## src/design/mcs_pkg.sv

```systemverilog
// constants shared by the master clock select and gating block
// assumes a single 200 MHz system clock; every clock source arrives as a one-cycle tick
package mcs_pkg;

  // ************************************************************
  // register offsets (byte addresses)
  // ************************************************************
  localparam logic [7:0] SYS_CLOCK_SET_REG_OFF    = 8'h00;
  localparam logic [7:0] SYS_CLOCK_CLEAR_REG_OFF  = 8'h04;
  localparam logic [7:0] SYS_CLOCK_STATE_REG_OFF  = 8'h08;
  localparam logic [7:0] PERIPH_CLOCK_SET_REG_OFF = 8'h10;
  localparam logic [7:0] PERIPH_CLOCK_CLR_REG_OFF = 8'h14;
  localparam logic [7:0] PERIPH_CLOCK_ST_REG_OFF  = 8'h18;
  localparam logic [7:0] PLL_A_CONFIG_OFF         = 8'h28;
  localparam logic [7:0] PLL_B_CONFIG_OFF         = 8'h2c;
  localparam logic [7:0] MASTER_CLOCK_CONFIG_OFF  = 8'h30;
  localparam logic [7:0] PROG_OUTPUT_CONFIG0_OFF  = 8'h40;
  localparam logic [7:0] PROG_OUTPUT_CONFIG1_OFF  = 8'h44;
  localparam logic [7:0] POWER_STATUS_REG_OFF     = 8'h68;

  // ************************************************************
  // field positions
  // ************************************************************
  localparam int SRC_SEL_LSB    = 0;  // source_select_field [1:0]
  localparam int PRESCALE_LSB   = 2;  // prescale_field [4:2]
  localparam int PROC_RATIO_LSB = 8;  // processor_ratio_field [9:8]
  localparam int SETTLE_LSB     = 8;  // pll_settle_count [13:8]
  localparam int MULT_LSB       = 16; // pll multiplier [26:16], zero = off
  localparam int PROG_EN_LSB    = 8;  // prog output enables [9:8]
  localparam int PLL_A_LOCK_BIT = 1;
  localparam int PLL_B_LOCK_BIT = 2;
  localparam int MASTER_RDY_BIT = 3;
  localparam int PROG_RDY_LSB   = 8;
  localparam int PROC_CLK_BIT   = 0;

  // ************************************************************
  // reset values and timing
  // ************************************************************
  localparam logic [31:0] PLL_CONFIG_RESET = 32'h0000_3f00;
  localparam logic [2:0]  PRESCALE_MAX     = 3'h6;  // divide by 64
  localparam logic [1:0]  RATIO_MAX        = 2'h2;  // divide by 4
  localparam logic [1:0]  SYNC_SLOW_TICKS  = 2'h2;  // slow ticks to quiesce old source

  typedef enum logic [1:0] {
    MCS_SRC_SLOW,
    MCS_SRC_MAIN,
    MCS_SRC_PLL_A,
    MCS_SRC_PLL_B
  } mcs_src_e;

endpackage

```

## src/design/mcs_divider.sv

```systemverilog
// power-of-two tick divider: one output tick per 2**ratio source ticks, ratio capped at PRESCALE_MAX
// assumes src_tick is a one-cycle enable on the system clock
`timescale 1ns/1ps
module mcs_divider #(
  parameter int CW = 6
) (
  input  wire logic       clk,
  input  wire logic       rst_n,
  input  wire logic       clr,
  input  wire logic       src_tick,
  input  wire logic [2:0] ratio,
  output logic            tick_q
);
  import mcs_pkg::*;

  logic [CW-1:0] cnt_q;
  logic [CW-1:0] last;
  logic [2:0]    r;

  always_comb begin
    r    = (ratio > PRESCALE_MAX) ? PRESCALE_MAX : ratio;
    last = CW'((7'h01 << r) - 7'h01);
  end

  always_ff @(posedge clk or negedge rst_n) begin
    if (!rst_n) begin
      cnt_q  <= '0;
      tick_q <= 1'b0;
    end else if (clr) begin
      cnt_q  <= '0;
      tick_q <= 1'b0;
    // a count left above a lowered limit wraps at once instead of running to the top
    end else if (src_tick && cnt_q >= last) begin
      cnt_q  <= '0;
      tick_q <= 1'b1;
    end else begin
      if (src_tick) begin
        cnt_q <= cnt_q + 1'b1;
      end
      tick_q <= 1'b0;
    end
  end
endmodule

```

## src/design/mcs_top.sv

```systemverilog
// master clock select, prescale, programmable outputs and peripheral gating
// assumes APB master on CLK; clock sources are one-cycle ticks synchronous to CLK
//
// Notes on behaviour
// - master source selectable, slow after reset
// - master prescaler 1 to 64, default 1
// - master is processor divided 1,2,4
// - master ready flag set when valid
// - source/prescale change clears ready until usable
// - selected PLL unlocked holds ready low
// - PLL A unlocked uses slow, B main
// - two outputs, set/clear enables, status
// - output source main/slow/PLL A/B
// - output prescaler 1 to 64, default 1
// - output ready after configured and enabled
// - output config taken in one write
// - seventeen peripheral clocks set/clear/status
// - peripheral clock equals master clock
// - prescaler adds up to 64 ticks
// - switch latency bounded by slow ticks
// - PLL switch includes settle count
// - settle count slow ticks before lock
// - peripherals off at reset, stop immediately
`timescale 1ns/1ps
module mcs_top #(
  parameter int NPERIPH = 17,
  parameter int NPROG   = 2
) (
  input  wire logic               CLK,
  input  wire logic               RSTN,
  input  wire logic               PSEL,
  input  wire logic               PENABLE,
  input  wire logic               PWRITE,
  input  wire logic [7:0]         PADDR,
  input  wire logic [31:0]        PWDATA,
  output logic [31:0]             PRDATA,
  output logic                    PREADY,
  output logic                    PSLVERR,
  input  wire logic               SLOW_TICK,
  input  wire logic               MAIN_TICK,
  input  wire logic               PLL_A_TICK,
  input  wire logic               PLL_B_TICK,
  output logic                    MASTER_TICK,
  output logic                    PROC_TICK,
  output logic [NPROG-1:0]        PROG_OUT_TICK,
  output logic [NPERIPH-1:0]      PERIPH_TICK
);
  import mcs_pkg::*;

  // ************************************************************
  // helpers
  // ************************************************************
  function automatic logic tick_of(input logic [1:0] sel, input logic [3:0] ticks);
    tick_of = ticks[sel];
  endfunction

  function automatic logic [1:0] fallback(input logic [1:0] sel, input logic la, input logic lb);
    fallback = sel;
    if (sel == MCS_SRC_PLL_A && !la) begin
      fallback = MCS_SRC_SLOW;
    end else if (sel == MCS_SRC_PLL_B && !lb) begin
      fallback = MCS_SRC_MAIN;
    end
  endfunction

  typedef enum logic [1:0] {ST_RUN, ST_SYNC, ST_ARM} mcs_sw_e;

  logic [3:0]         ticks;
  logic               wr_en;
  logic               acc;
  logic [1:0]         src_sel_q;
  logic [2:0]         prescale_q;
  logic [1:0]         ratio_q;
  logic               mrdy_q;
  mcs_sw_e            sw_q;
  logic [1:0]         sync_cnt_q;
  logic [1:0]         eff_sel;
  logic               m_src;
  logic               proc_raw;
  logic               mck_raw;
  logic               sel_unlocked;
  logic               mckr_change;
  logic [31:0]        pll_cfg_q [2];
  logic [1:0]         lock_q;
  logic [1:0]         pend_q;
  logic [5:0]         settle_q [2];
  logic [4:0]         pck_cfg_q [NPROG];
  logic [NPROG-1:0]   pck_en_q;
  logic [NPROG-1:0]   pck_rdy_q;
  logic [NPROG-1:0]   pck_raw;
  logic [NPROG-1:0]   pck_wr;
  logic [NPERIPH-1:0] per_en_q;
  logic [31:0]        rd_d;
  logic               err_d;

  assign ticks = {PLL_B_TICK, PLL_A_TICK, MAIN_TICK, SLOW_TICK};
  assign acc   = PSEL && PENABLE && PREADY;
  assign wr_en = acc && PWRITE;

  // ************************************************************
  // apb slave: one wait state, answer registered
  // ************************************************************
  always_comb begin
    rd_d  = 32'h0000_0000;
    err_d = 1'b0;
    unique case (PADDR)
      SYS_CLOCK_SET_REG_OFF, SYS_CLOCK_CLEAR_REG_OFF,
      PERIPH_CLOCK_SET_REG_OFF, PERIPH_CLOCK_CLR_REG_OFF: rd_d = 32'h0000_0000;
      SYS_CLOCK_STATE_REG_OFF: begin
        rd_d[PROC_CLK_BIT]                        = 1'b1;
        rd_d[PROG_EN_LSB +: NPROG]                = pck_en_q;
      end
      PERIPH_CLOCK_ST_REG_OFF: rd_d[NPERIPH-1:0] = per_en_q;
      PLL_A_CONFIG_OFF:        rd_d = pll_cfg_q[0];
      PLL_B_CONFIG_OFF:        rd_d = pll_cfg_q[1];
      MASTER_CLOCK_CONFIG_OFF: begin
        rd_d[SRC_SEL_LSB +: 2]    = src_sel_q;
        rd_d[PRESCALE_LSB +: 3]   = prescale_q;
        rd_d[PROC_RATIO_LSB +: 2] = ratio_q;
      end
      PROG_OUTPUT_CONFIG0_OFF: rd_d[4:0] = pck_cfg_q[0];
      PROG_OUTPUT_CONFIG1_OFF: rd_d[4:0] = pck_cfg_q[NPROG-1];
      POWER_STATUS_REG_OFF: begin
        rd_d[PLL_A_LOCK_BIT]          = lock_q[0];
        rd_d[PLL_B_LOCK_BIT]          = lock_q[1];
        rd_d[MASTER_RDY_BIT]          = mrdy_q;
        rd_d[PROG_RDY_LSB +: NPROG]   = pck_rdy_q;
      end
      default: err_d = 1'b1;
    endcase
  end

  always_ff @(posedge CLK or negedge RSTN) begin
    if (!RSTN) begin
      PREADY  <= 1'b0;
      PRDATA  <= 32'h0000_0000;
      PSLVERR <= 1'b0;
    end else if (PSEL && PENABLE && !PREADY) begin
      PREADY  <= 1'b1;
      PRDATA  <= PWRITE ? 32'h0000_0000 : rd_d;
      PSLVERR <= err_d;
    end else begin
      PREADY  <= 1'b0;
      PSLVERR <= 1'b0;
    end
  end

  // ************************************************************
  // pll lock model
  // ************************************************************
  always_ff @(posedge CLK or negedge RSTN) begin
    if (!RSTN) begin
      for (int i = 0; i < 2; i++) begin
        pll_cfg_q[i] <= PLL_CONFIG_RESET;
        settle_q[i]  <= PLL_CONFIG_RESET[SETTLE_LSB +: 6];
      end
      lock_q <= 2'b00;
      pend_q <= 2'b00;
    end else begin
      for (int i = 0; i < 2; i++) begin
        if (wr_en && PADDR == (i == 0 ? PLL_A_CONFIG_OFF : PLL_B_CONFIG_OFF)) begin
          pll_cfg_q[i] <= PWDATA;
          settle_q[i]  <= PWDATA[SETTLE_LSB +: 6];
          lock_q[i]    <= 1'b0;
          pend_q[i]    <= (PWDATA[MULT_LSB +: 11] != 11'h000);
        end else if (pend_q[i] && settle_q[i] == 6'h00) begin
          lock_q[i] <= 1'b1;
          pend_q[i] <= 1'b0;
        end else if (pend_q[i] && SLOW_TICK) begin
          settle_q[i] <= settle_q[i] - 6'h01;
        end
      end
    end
  end

  // ************************************************************
  // master clock configuration and switch sequencer
  // ************************************************************
  assign mckr_change  = wr_en && PADDR == MASTER_CLOCK_CONFIG_OFF &&
                        (PWDATA[SRC_SEL_LSB +: 2] != src_sel_q || PWDATA[PRESCALE_LSB +: 3] != prescale_q);
  assign eff_sel      = fallback(src_sel_q, lock_q[0], lock_q[1]);
  assign sel_unlocked = (src_sel_q == MCS_SRC_PLL_A && !lock_q[0]) || (src_sel_q == MCS_SRC_PLL_B && !lock_q[1]);
  assign m_src        = (sw_q == ST_RUN) && tick_of(eff_sel, ticks);

  always_ff @(posedge CLK or negedge RSTN) begin
    if (!RSTN) begin
      src_sel_q  <= MCS_SRC_SLOW;
      prescale_q <= 3'h0;
      ratio_q    <= 2'h0;
    end else if (wr_en && PADDR == MASTER_CLOCK_CONFIG_OFF) begin
      src_sel_q  <= PWDATA[SRC_SEL_LSB +: 2];
      prescale_q <= PWDATA[PRESCALE_LSB +: 3];
      ratio_q    <= PWDATA[PROC_RATIO_LSB +: 2];
    end
  end

  always_ff @(posedge CLK or negedge RSTN) begin
    if (!RSTN) begin
      sw_q       <= ST_RUN;
      sync_cnt_q <= 2'h0;
    end else if (mckr_change) begin
      sw_q       <= ST_SYNC;
      sync_cnt_q <= 2'h0;
    end else begin
      unique case (sw_q)
        ST_RUN: sw_q <= ST_RUN;
        ST_SYNC: begin
          if (SLOW_TICK) begin
            sync_cnt_q <= sync_cnt_q + 2'h1;
            if (sync_cnt_q == SYNC_SLOW_TICKS - 2'h1) begin
              sw_q <= ST_ARM;
            end
          end
        end
        ST_ARM: begin
          if (tick_of(eff_sel, ticks)) begin
            sw_q <= ST_RUN;
          end
        end
        default: sw_q <= ST_RUN;
      endcase
    end
  end

  always_ff @(posedge CLK or negedge RSTN) begin
    if (!RSTN) begin
      mrdy_q <= 1'b1;
    end else begin
      mrdy_q <= !mckr_change && sw_q == ST_RUN && !sel_unlocked;
    end
  end

  mcs_divider u_proc_div (
    .clk      (CLK),
    .rst_n    (RSTN),
    .clr      (sw_q != ST_RUN),
    .src_tick (m_src),
    .ratio    (prescale_q),
    .tick_q   (proc_raw)
  );

  mcs_divider u_mck_div (
    .clk      (CLK),
    .rst_n    (RSTN),
    .clr      (sw_q != ST_RUN),
    .src_tick (proc_raw),
    .ratio    ({1'b0, (ratio_q > RATIO_MAX) ? RATIO_MAX : ratio_q}),
    .tick_q   (mck_raw)
  );

  // ************************************************************
  // programmable clock outputs
  // ************************************************************
  always_comb begin
    pck_wr[0] = wr_en && PADDR == PROG_OUTPUT_CONFIG0_OFF;
    pck_wr[NPROG-1] = wr_en && PADDR == PROG_OUTPUT_CONFIG1_OFF;
  end

  always_ff @(posedge CLK or negedge RSTN) begin
    if (!RSTN) begin
      for (int i = 0; i < NPROG; i++) begin
        pck_cfg_q[i] <= {3'h0, MCS_SRC_SLOW};
      end
      pck_en_q  <= '0;
      pck_rdy_q <= '0;
    end else begin
      for (int i = 0; i < NPROG; i++) begin
        if (pck_wr[i]) begin
          pck_cfg_q[i] <= PWDATA[4:0];
        end
        if (wr_en && PADDR == SYS_CLOCK_CLEAR_REG_OFF && PWDATA[PROG_EN_LSB + i]) begin
          pck_en_q[i] <= 1'b0;
        end else if (wr_en && PADDR == SYS_CLOCK_SET_REG_OFF && PWDATA[PROG_EN_LSB + i]) begin
          pck_en_q[i] <= 1'b1;
        end
        if (pck_raw[i] && pck_en_q[i]) begin
          pck_rdy_q[i] <= 1'b1;
        end else if (pck_wr[i] || !pck_en_q[i]) begin
          pck_rdy_q[i] <= 1'b0;
        end
      end
    end
  end

  for (genvar g = 0; g < NPROG; g++) begin : g_prog
    mcs_divider u_pck_div (
      .clk      (CLK),
      .rst_n    (RSTN),
      .clr      (!pck_en_q[g] || pck_wr[g]),
      .src_tick (tick_of(pck_cfg_q[g][1:0], ticks)),
      .ratio    (pck_cfg_q[g][4:2]),
      .tick_q   (pck_raw[g])
    );
  end

  // ************************************************************
  // peripheral gating and output registers
  // ************************************************************
  always_ff @(posedge CLK or negedge RSTN) begin
    if (!RSTN) begin
      per_en_q <= '0;
    end else if (wr_en && PADDR == PERIPH_CLOCK_CLR_REG_OFF) begin
      per_en_q <= per_en_q & ~PWDATA[NPERIPH-1:0];
    end else if (wr_en && PADDR == PERIPH_CLOCK_SET_REG_OFF) begin
      per_en_q <= per_en_q | PWDATA[NPERIPH-1:0];
    end
  end

  always_ff @(posedge CLK or negedge RSTN) begin
    if (!RSTN) begin
      MASTER_TICK   <= 1'b0;
      PROC_TICK     <= 1'b0;
      PROG_OUT_TICK <= '0;
      PERIPH_TICK   <= '0;
    end else begin
      MASTER_TICK   <= mck_raw;
      PROC_TICK     <= proc_raw;
      PROG_OUT_TICK <= pck_raw & pck_en_q;
      PERIPH_TICK   <= per_en_q & {NPERIPH{mck_raw}};
    end
  end
endmodule

```

## config.mk

```make
export PLATFORM = sky130hd
export DESIGN_NAME = mcs_top
export DESIGN_NICKNAME = d
export VERILOG_FILES = /design/src/design/mcs_pkg.sv /design/src/design/mcs_divider.sv /design/src/design/mcs_top.sv
export SDC_FILE = /design/constraint.sdc
export NUM_CORES = 1
export LEC_CHECK = 0
export BUFFER_PORTS_ARGS = -buffer_cell sky130_fd_sc_hd__buf_2
export CAP_MARGIN = 0
export CORE_MARGIN = 5
export CORE_UTILIZATION = 59
export CTS_CLUSTER_SIZE = 24
export DETAILED_ROUTE_END_ITERATION = 10
export PLACE_DENSITY = 0.8
export SLEW_MARGIN = 20
export SYNTH_ARGS = -nofsm -noshare
export SYNTH_HDL_FRONTEND = slang
export SYNTH_SLANG_ARGS = --single-unit
```

## constraint.sdc

```tcl
create_clock -name CLK -period 3.2 [get_ports CLK]
set_input_delay 0.16 -clock CLK [delete_from_list [all_inputs] [get_ports CLK]]
set_output_delay 0.16 -clock CLK [all_outputs]
set_load 0.005 [all_outputs]
```

### After elaboration in Yosys (flattened, before gate mapping)

Index checks and enable logic that the tools add are counted.

| word-level totals | value |
|---|---|
| register bits after elaboration | 206 |
| input bits | 49 |
| output and inout bits | 55 |
| logic and storage cells | 237 |

| cells by class | value |
|---|---|
| add/sub/neg operators | 11 |
| $lt $le $gt $ge | 12 |
| equal/unequal tests | 23 |
| shift operators | 4 |
| multiplexer cells | 76 |
| bitwise operators | 5 |
| reductions and logical operators | 70 |

Operators by type and width:

| cell | count |
|---|---|
| 6-bit 2-to-1 mux | 18 |
| 6-bit by 1-bit subtractor with 6-bit output (second input constant) | 6 |
| 17-bit bitwise AND | 2 |
| 17-bit 2-to-1 mux | 2 |
| 1-bit logical AND | 33 |
| 32-bit 2-to-1 mux | 1 |
| 1-bit 2-to-1 mux | 30 |
| 15-bit one-hot mux with 2 select lines | 1 |
| 6-bit by 1-bit adder with 6-bit output (second input constant) | 4 |
| 8-bit by 5-bit == test with 1-bit output (second input constant) | 3 |
| 8-bit by 6-bit == test with 1-bit output (second input constant) | 3 |
| 8-bit by 7-bit == test with 1-bit output (second input constant) | 3 |
| 6-bit greater-or-equal comparator | 4 |
| 2-bit nonzero test | 12 |
| 1-bit by 3-bit << shifter with 6-bit output (first input constant) | 4 |
| 3-bit one-hot mux with 7 select lines | 1 |
| 7-bit one-hot mux with 3 select lines | 1 |
| 2-bit 2-to-1 mux | 10 |
| 17-bit NOT | 1 |
| 17-bit OR | 1 |
| 6-bit zero test | 2 |
| 3-bit 2-to-1 mux | 4 |
| 2-bit one-hot mux with 6 select lines | 1 |
| 3-bit nonzero test | 4 |
| other kinds (27) | 50 |

### Logic depth before layout (Yosys ltp)

| depth | value |
|---|---|
| depth after elaboration | 10 |
| gate-level depth with buffers | 8 |
| depth with buffers taken out | 7 |

### Modules after synthesis

From an unflattened synthesis, not the netlist that was laid out.

| unflattened totals | value |
|---|---|
| cells, all modules | 1,030 |
| area, all modules | 10,098.4 µm² |

Modules (own cells, without submodules):

| module | instances | cells each | area each (µm²) | seq. area each (µm²) |
|---|---|---|---|---|
| mcs_top | 1 | 814 | 7,996.4 | 4,485.6 |
| mcs_divider | 4 | 54 | 525.5 | 175.2 |

### Worst setup path before layout

Ideal clock, no wire load.

| path | value |
|---|---|
| path type | reg-to-reg |
| start point | register prescale_q[1] |
| end point | register u_proc_div.cnt_q[5] |
| library setup time | 0.083 ns |
| arrival time | 2.301 ns |
| required time | 3.117 ns |
| path slack | 0.816 ns |
| cell stages (with the launch flop) | 9 |
| path buffers | 1 |
| clock period less this slack | 2.384 ns |
| cell sequence | dfrtp_1 > clkbuf_1 > or3_1 > ha_1 > nor2b_1 > o21ai_0 > a221oi_1 > nand2_1 > o22ai_1 |

| on the way | value |
|---|---|
| word-level cells in the longest chain between the ends | 8 |
| elaborated cells on any way between the ends | 9 |
| those cells by class | 1 x add/sub; 2 x order compare; 1 x shift; 3 x mux; 2 x reduce/logical |

RTL lines:

| item | line | RTL |
|---|---|---|
| from (decl) | mcs_top.sv:72 | `logic [2:0] prescale_q;` |
| from (signal assigned) | mcs_top.sv:192 | `prescale_q <= PWDATA[PRESCALE_LSB +: 3];` |
| 3-bit greater-than comparator | mcs_divider.sv:21 | `r = (ratio > PRESCALE_MAX) ? PRESCALE_MAX : ratio;` |
| 3-bit 2-to-1 mux (*) | mcs_divider.sv:21 |  |
| 1-bit by 3-bit << shifter with 6-bit output (*) | mcs_divider.sv:22 | `last = CW'((7'h01 << r) - 7'h01);` |
| 6-bit by 1-bit subtractor with 6-bit output (*) | mcs_divider.sv:22 |  |
| 6-bit greater-or-equal comparator (*) | mcs_divider.sv:33 | `end else if (src_tick && cnt_q >= last) begin` |
| 1-bit logical AND (*) | mcs_divider.sv:33 |  |
| 6-bit 2-to-1 mux | mcs_divider.sv:33 |  |
| 6-bit 2-to-1 mux | mcs_divider.sv:29 | `end else if (clr) begin` |
| to (signal assigned) | mcs_divider.sv:38 | `cnt_q <= cnt_q + 1'b1;` |
| to (decl) | mcs_divider.sv:16 | `logic [CW-1:0] cnt_q;` |

Every way passes the cells marked *; elsewhere a longest branch is shown, timed or not.
A chain may end at the register's enable or synchronous reset.

### Worst setup path in the final report

| path | value |
|---|---|
| start point | register pck_cfg_q[8] (netlist bit) |
| end point | register g_prog[0].u_pck_div.cnt_q[3] |

| on the way | value |
|---|---|
| word-level cells in the longest chain between the ends | 8 |
| elaborated cells on any way between the ends | 9 |
| those cells by class | 1 x add/sub; 2 x order compare; 1 x shift; 3 x mux; 2 x reduce/logical |

RTL lines:

| item | line | RTL |
|---|---|---|
| from (decl) | mcs_top.sv:87 | `logic [4:0] pck_cfg_q [NPROG];` |
| from (signal, indexed assignment) | mcs_top.sv:262 | `pck_cfg_q[i] <= {3'h0, MCS_SRC_SLOW};` |
| from (signal, indexed assignment) | mcs_top.sv:269 | `pck_cfg_q[i] <= PWDATA[4:0];` |
| 3-bit greater-than comparator | mcs_divider.sv:21 |  |
| 3-bit 2-to-1 mux (*) | mcs_divider.sv:21 |  |
| 1-bit by 3-bit << shifter with 6-bit output (*) | mcs_divider.sv:22 |  |
| 6-bit by 1-bit subtractor with 6-bit output (*) | mcs_divider.sv:22 |  |
| 6-bit greater-or-equal comparator (*) | mcs_divider.sv:33 |  |
| 1-bit logical AND (*) | mcs_divider.sv:33 |  |
| 6-bit 2-to-1 mux | mcs_divider.sv:33 |  |
| 6-bit 2-to-1 mux | mcs_divider.sv:29 |  |
| to (signal assigned) | mcs_divider.sv:38 |  |
| to (decl) | mcs_divider.sv:16 |  |

Marks and branches as above.

==> results.sh <==
export IMPL_antenna_found_initial=0
export IMPL_static_leakage_power_nw=5.518
export IMPL_cts_tree="built"
export IMPL_cp_required_ps=3620
export IMPL_fp_coreArea_um2=15940
export IMPL_synthArstFlopShare_pct=100.0
export IMPL_yosys_area_top_type="dfrtp_1"
export IMPL_syn_area_per_cell_um2=9.751
export IMPL_dp_cells=1279
export IMPL_drt_initial_drc_count=661
export IMPL_ir_drop_mv=0.4579
export IMPL_critPathCaptureType="flop"
export IMPL_rsz0062_at_grt="no"
export IMPL_first_pass_iters=5
export IMPL_synth_common_cells="nand2_1 (297), dfrtp_1 (181), o21ai_0 (62)"
export IMPL_critPathMaxFanout=7
export IMPL_syn_to_final_growth_pct=18.71
export IMPL_grt_max_degree=89
export IMPL_root_buffer="clkbuf_16"
export IMPL_drcViolationCount=0
export IMPL_die_area_um2=18970
export IMPL_period_needed_ps=2400
export IMPL_synth_area_leaders="dfrtp_1 (47%), nand2_1 (12%), dfstp_2 (6.8%), ha_1 (3.5%), o21ai_0 (3.2%)"
export IMPL_viasPerCell=5.754
export IMPL_slew_violations=0
export IMPL_synth_edf_count=0
export IMPL_ys_ff_latch=206
export IMPL_cts_buffers=22
export IMPL_die_x_um=137.7
export IMPL_clk_latency_ps=500
export IMPL_cp_start_kind="flop"
export IMPL_h_tree_depth=1
export IMPL_chipHeight_um=137.7
export IMPL_yosysTopAreaCellShare_pct=47.06
export IMPL_place_congestion=0.9459
export IMPL_r2r_start="pck_cfg_q[8]"
export IMPL_synth_seq_area_share_pct=53.89
export IMPL_num_nets_final=1196
export IMPL_hold_depth=3
export IMPL_yosysWarnings=0
export IMPL_ant_nets=0
export IMPL_n_fill_cell=1173
export IMPL_path_clk_slew_ps=60
export IMPL_reg2reg_to="g_prog[0].u_pck_div.cnt_q[3]"
export IMPL_outcome="finished, final reports clean"
export IMPL_dp_hpwl_um=16250
export IMPL_hold_viol_final=0
export IMPL_criticalPathCategory="reg2reg"
export IMPL_max_slew_margin_pct=49.62
export IMPL_grt_pass1_vias=7842
export IMPL_num_rows=46
export IMPL_track_usage_pct=26.52
export IMPL_vias=7774
export IMPL_tightest_slew_ps=749.4
export IMPL_cts_sinks=206
export IMPL_setup_tns_final_ps=0
export IMPL_final_instance_count_excl_fill=1351
export IMPL_grt_pass1_wl_um=39700
export IMPL_post_route_period_util_pct=75.01
export IMPL_portBuffers=103
export IMPL_synth_area_um2=9624
export IMPL_drv_cap=0
export IMPL_antenna_cells=0
export IMPL_drive_gt1_share_pct=19.38
export IMPL_yosysUniqueCellTypes=61
export IMPL_routedWlPerCell_um=18.08
export IMPL_worst_slack_ps=799.8
export IMPL_clockBufferDepth=3
export IMPL_synth_most_common_cell="nand2_1"
export IMPL_hp_start="PADDR[3]"
export IMPL_initial_utilization_pct=60.37
export IMPL_hold_path_endpoint="PSLVERR"
export IMPL_powerDensity_nw_per_um2=484.0
export IMPL_overflow=0
export IMPL_wl_um=24430
export IMPL_reg2reg_slack_ps=800
export IMPL_arrival_ps=2820
export IMPL_fmax_mhz=416.6
export IMPL_pre_cts_slack_ps=852.4
export IMPL_post_cts_resized=0
export IMPL_reg2reg_depth=7
export IMPL_ys_flop_type="dfrtp_1"
export IMPL_syn_num_nets=1063
export IMPL_clock_skew_ps=8.248
export IMPL_setup_viol=0
export IMPL_io_pins=104
export IMPL_postSynthCellCount=987
export IMPL_hold_path_class="in2reg"
export IMPL_post_route_util_pct=71.66
[area by class of cell]
cell class | instances | area (um2) | area share, %
Timing Repair Buffer | 151 | 1005 | 8.794
Tap cell | 216 | 270.3 | 2.366
Multi-Input combinational cell | 714 | 4138 | 36.22
Sequential cell | 206 | 5186 | 45.39
Inverter | 25 | 93.84 | 0.8214
Clock inverter | 3 | 17.52 | 0.1533
Clock buffer | 36 | 714.4 | 6.253
[placed cells by master (no fill, tap or decap), types with 5 or more instances in the layout]
cell	count
nor3_1	11
a22oi_1	19
or2_2	7
a21oi_1	38
nor2_1	33
dfstp_2	25
nor4_1	8
o21ai_0	62
dfrtp_1	181
nand2_1	297
nand3_1	18
a32o_1	9
xor2_1	8
or3_1	10
mux2_2	19
clkbuf_16	23
and2_1	24
dlygate4sd3_1	33
nand2b_1	5
clkbuf_8	10
nor2b_1	8
inv_1	25
ha_1	27
xnor2_1	14
a22o_1	13
buf_4	12
buf_2	102
o21ai_1	8
[where the power goes]
group / leakage (nW) / total, mW / switching (mW) / internal, mW
clock: 0.361 / 2.52 / 1.00 / 1.52
combinational: 2.39 / 0.323 / 0.203 / 0.120
sequential: 2.76 / 2.69 / 0.0434 / 2.64
[sequential cells by signal, summed over array words and instances (netlist names), 2 cells and up, named ones only]
register / count
u_proc_div.cnt_q: 6
pck_cfg_q: 10
PERIPH_TICK: 17
sw_q: 2
pck_en_q: 2
g_prog.u_pck_div.tick_q: 2
g_prog.u_pck_div.cnt_q: 12
PROG_OUT_TICK: 2
pll_cfg_q: 64
lock_q: 2
sync_cnt_q: 2
src_sel_q: 2
PRDATA: 32
prescale_q: 3
settle_q: 12
ratio_q: 2
pend_q: 2
u_mck_div.cnt_q: 6
pck_rdy_q: 2
[how the worst max path moves through the flow]
stage,start,to,slack [ps],cells after the start
finish,pck_cfg_q[8],g_prog[0].u_pck_div.cnt_q[3],800,7
global route,pck_cfg_q[8],g_prog[0].u_pck_div.cnt_q[3],550,7
CTS,pck_cfg_q[8],g_prog[0].u_pck_div.cnt_q[0],840,7
detailed placement,PADDR[1],pend_q[0],850,7
global placement,PADDR[6],PSLVERR,890,7
floorplan,prescale_q[1],u_proc_div.cnt_q[5],820,8
[cells by family (layout without fill, tap and decap cells)]
logic type,after synthesis,in the layout,synth area share (%)
xor+xnor,22,22,2.002
mux,26,26,3.471
fa+ha+maj,27,27,3.510
flops,206,206,53.89
buf+inv,67,215,3.120
simple gates,453,453,21.58
compound gates,186,186,12.43
[critical path: stages, from the launching register on]
cell and delay [ps]:
dfrtp_1 430, or3_1 410, ha_1 290, nor2b_1 120, o21ai_0 110, a311oi_1 600
o21ai_1 220, a21oi_1 160
[metal layers]
layer	share of wire [%]	vias to the layer above	routed length [um]	GRT usage, %
li1	-	3662	-	-
met1	43	3738	10610	37.71
met2	46	306	11320	41.43
met3	7.0	68	1720	4.346
met4	3.2	0	770	9.660
met5	0	-	0	0
[stage by stage]
step / total power, mW / hold WS (ps) / cell area [um2]
after floorplan: 2.851 / -135.6 / 9624
after global placement: 3.014 / 248.7 / 10360
after detailed placement: 3.022 / 254.9 / 10360
after CTS: 5.564 / 34.07 / 11420
after global routing: 5.715 / 69.45 / 11420
final: 5.530 / 57.39 / 11420
[what timing repair did]
| action | in CTS | in global routing |
|---|---|---|
| hold endpoints to repair | 155 | 0 |
| buffers inserted | 0 | 0 |
| hold buffers | 33 | 0 |
(Power assumes the default switching activity.)
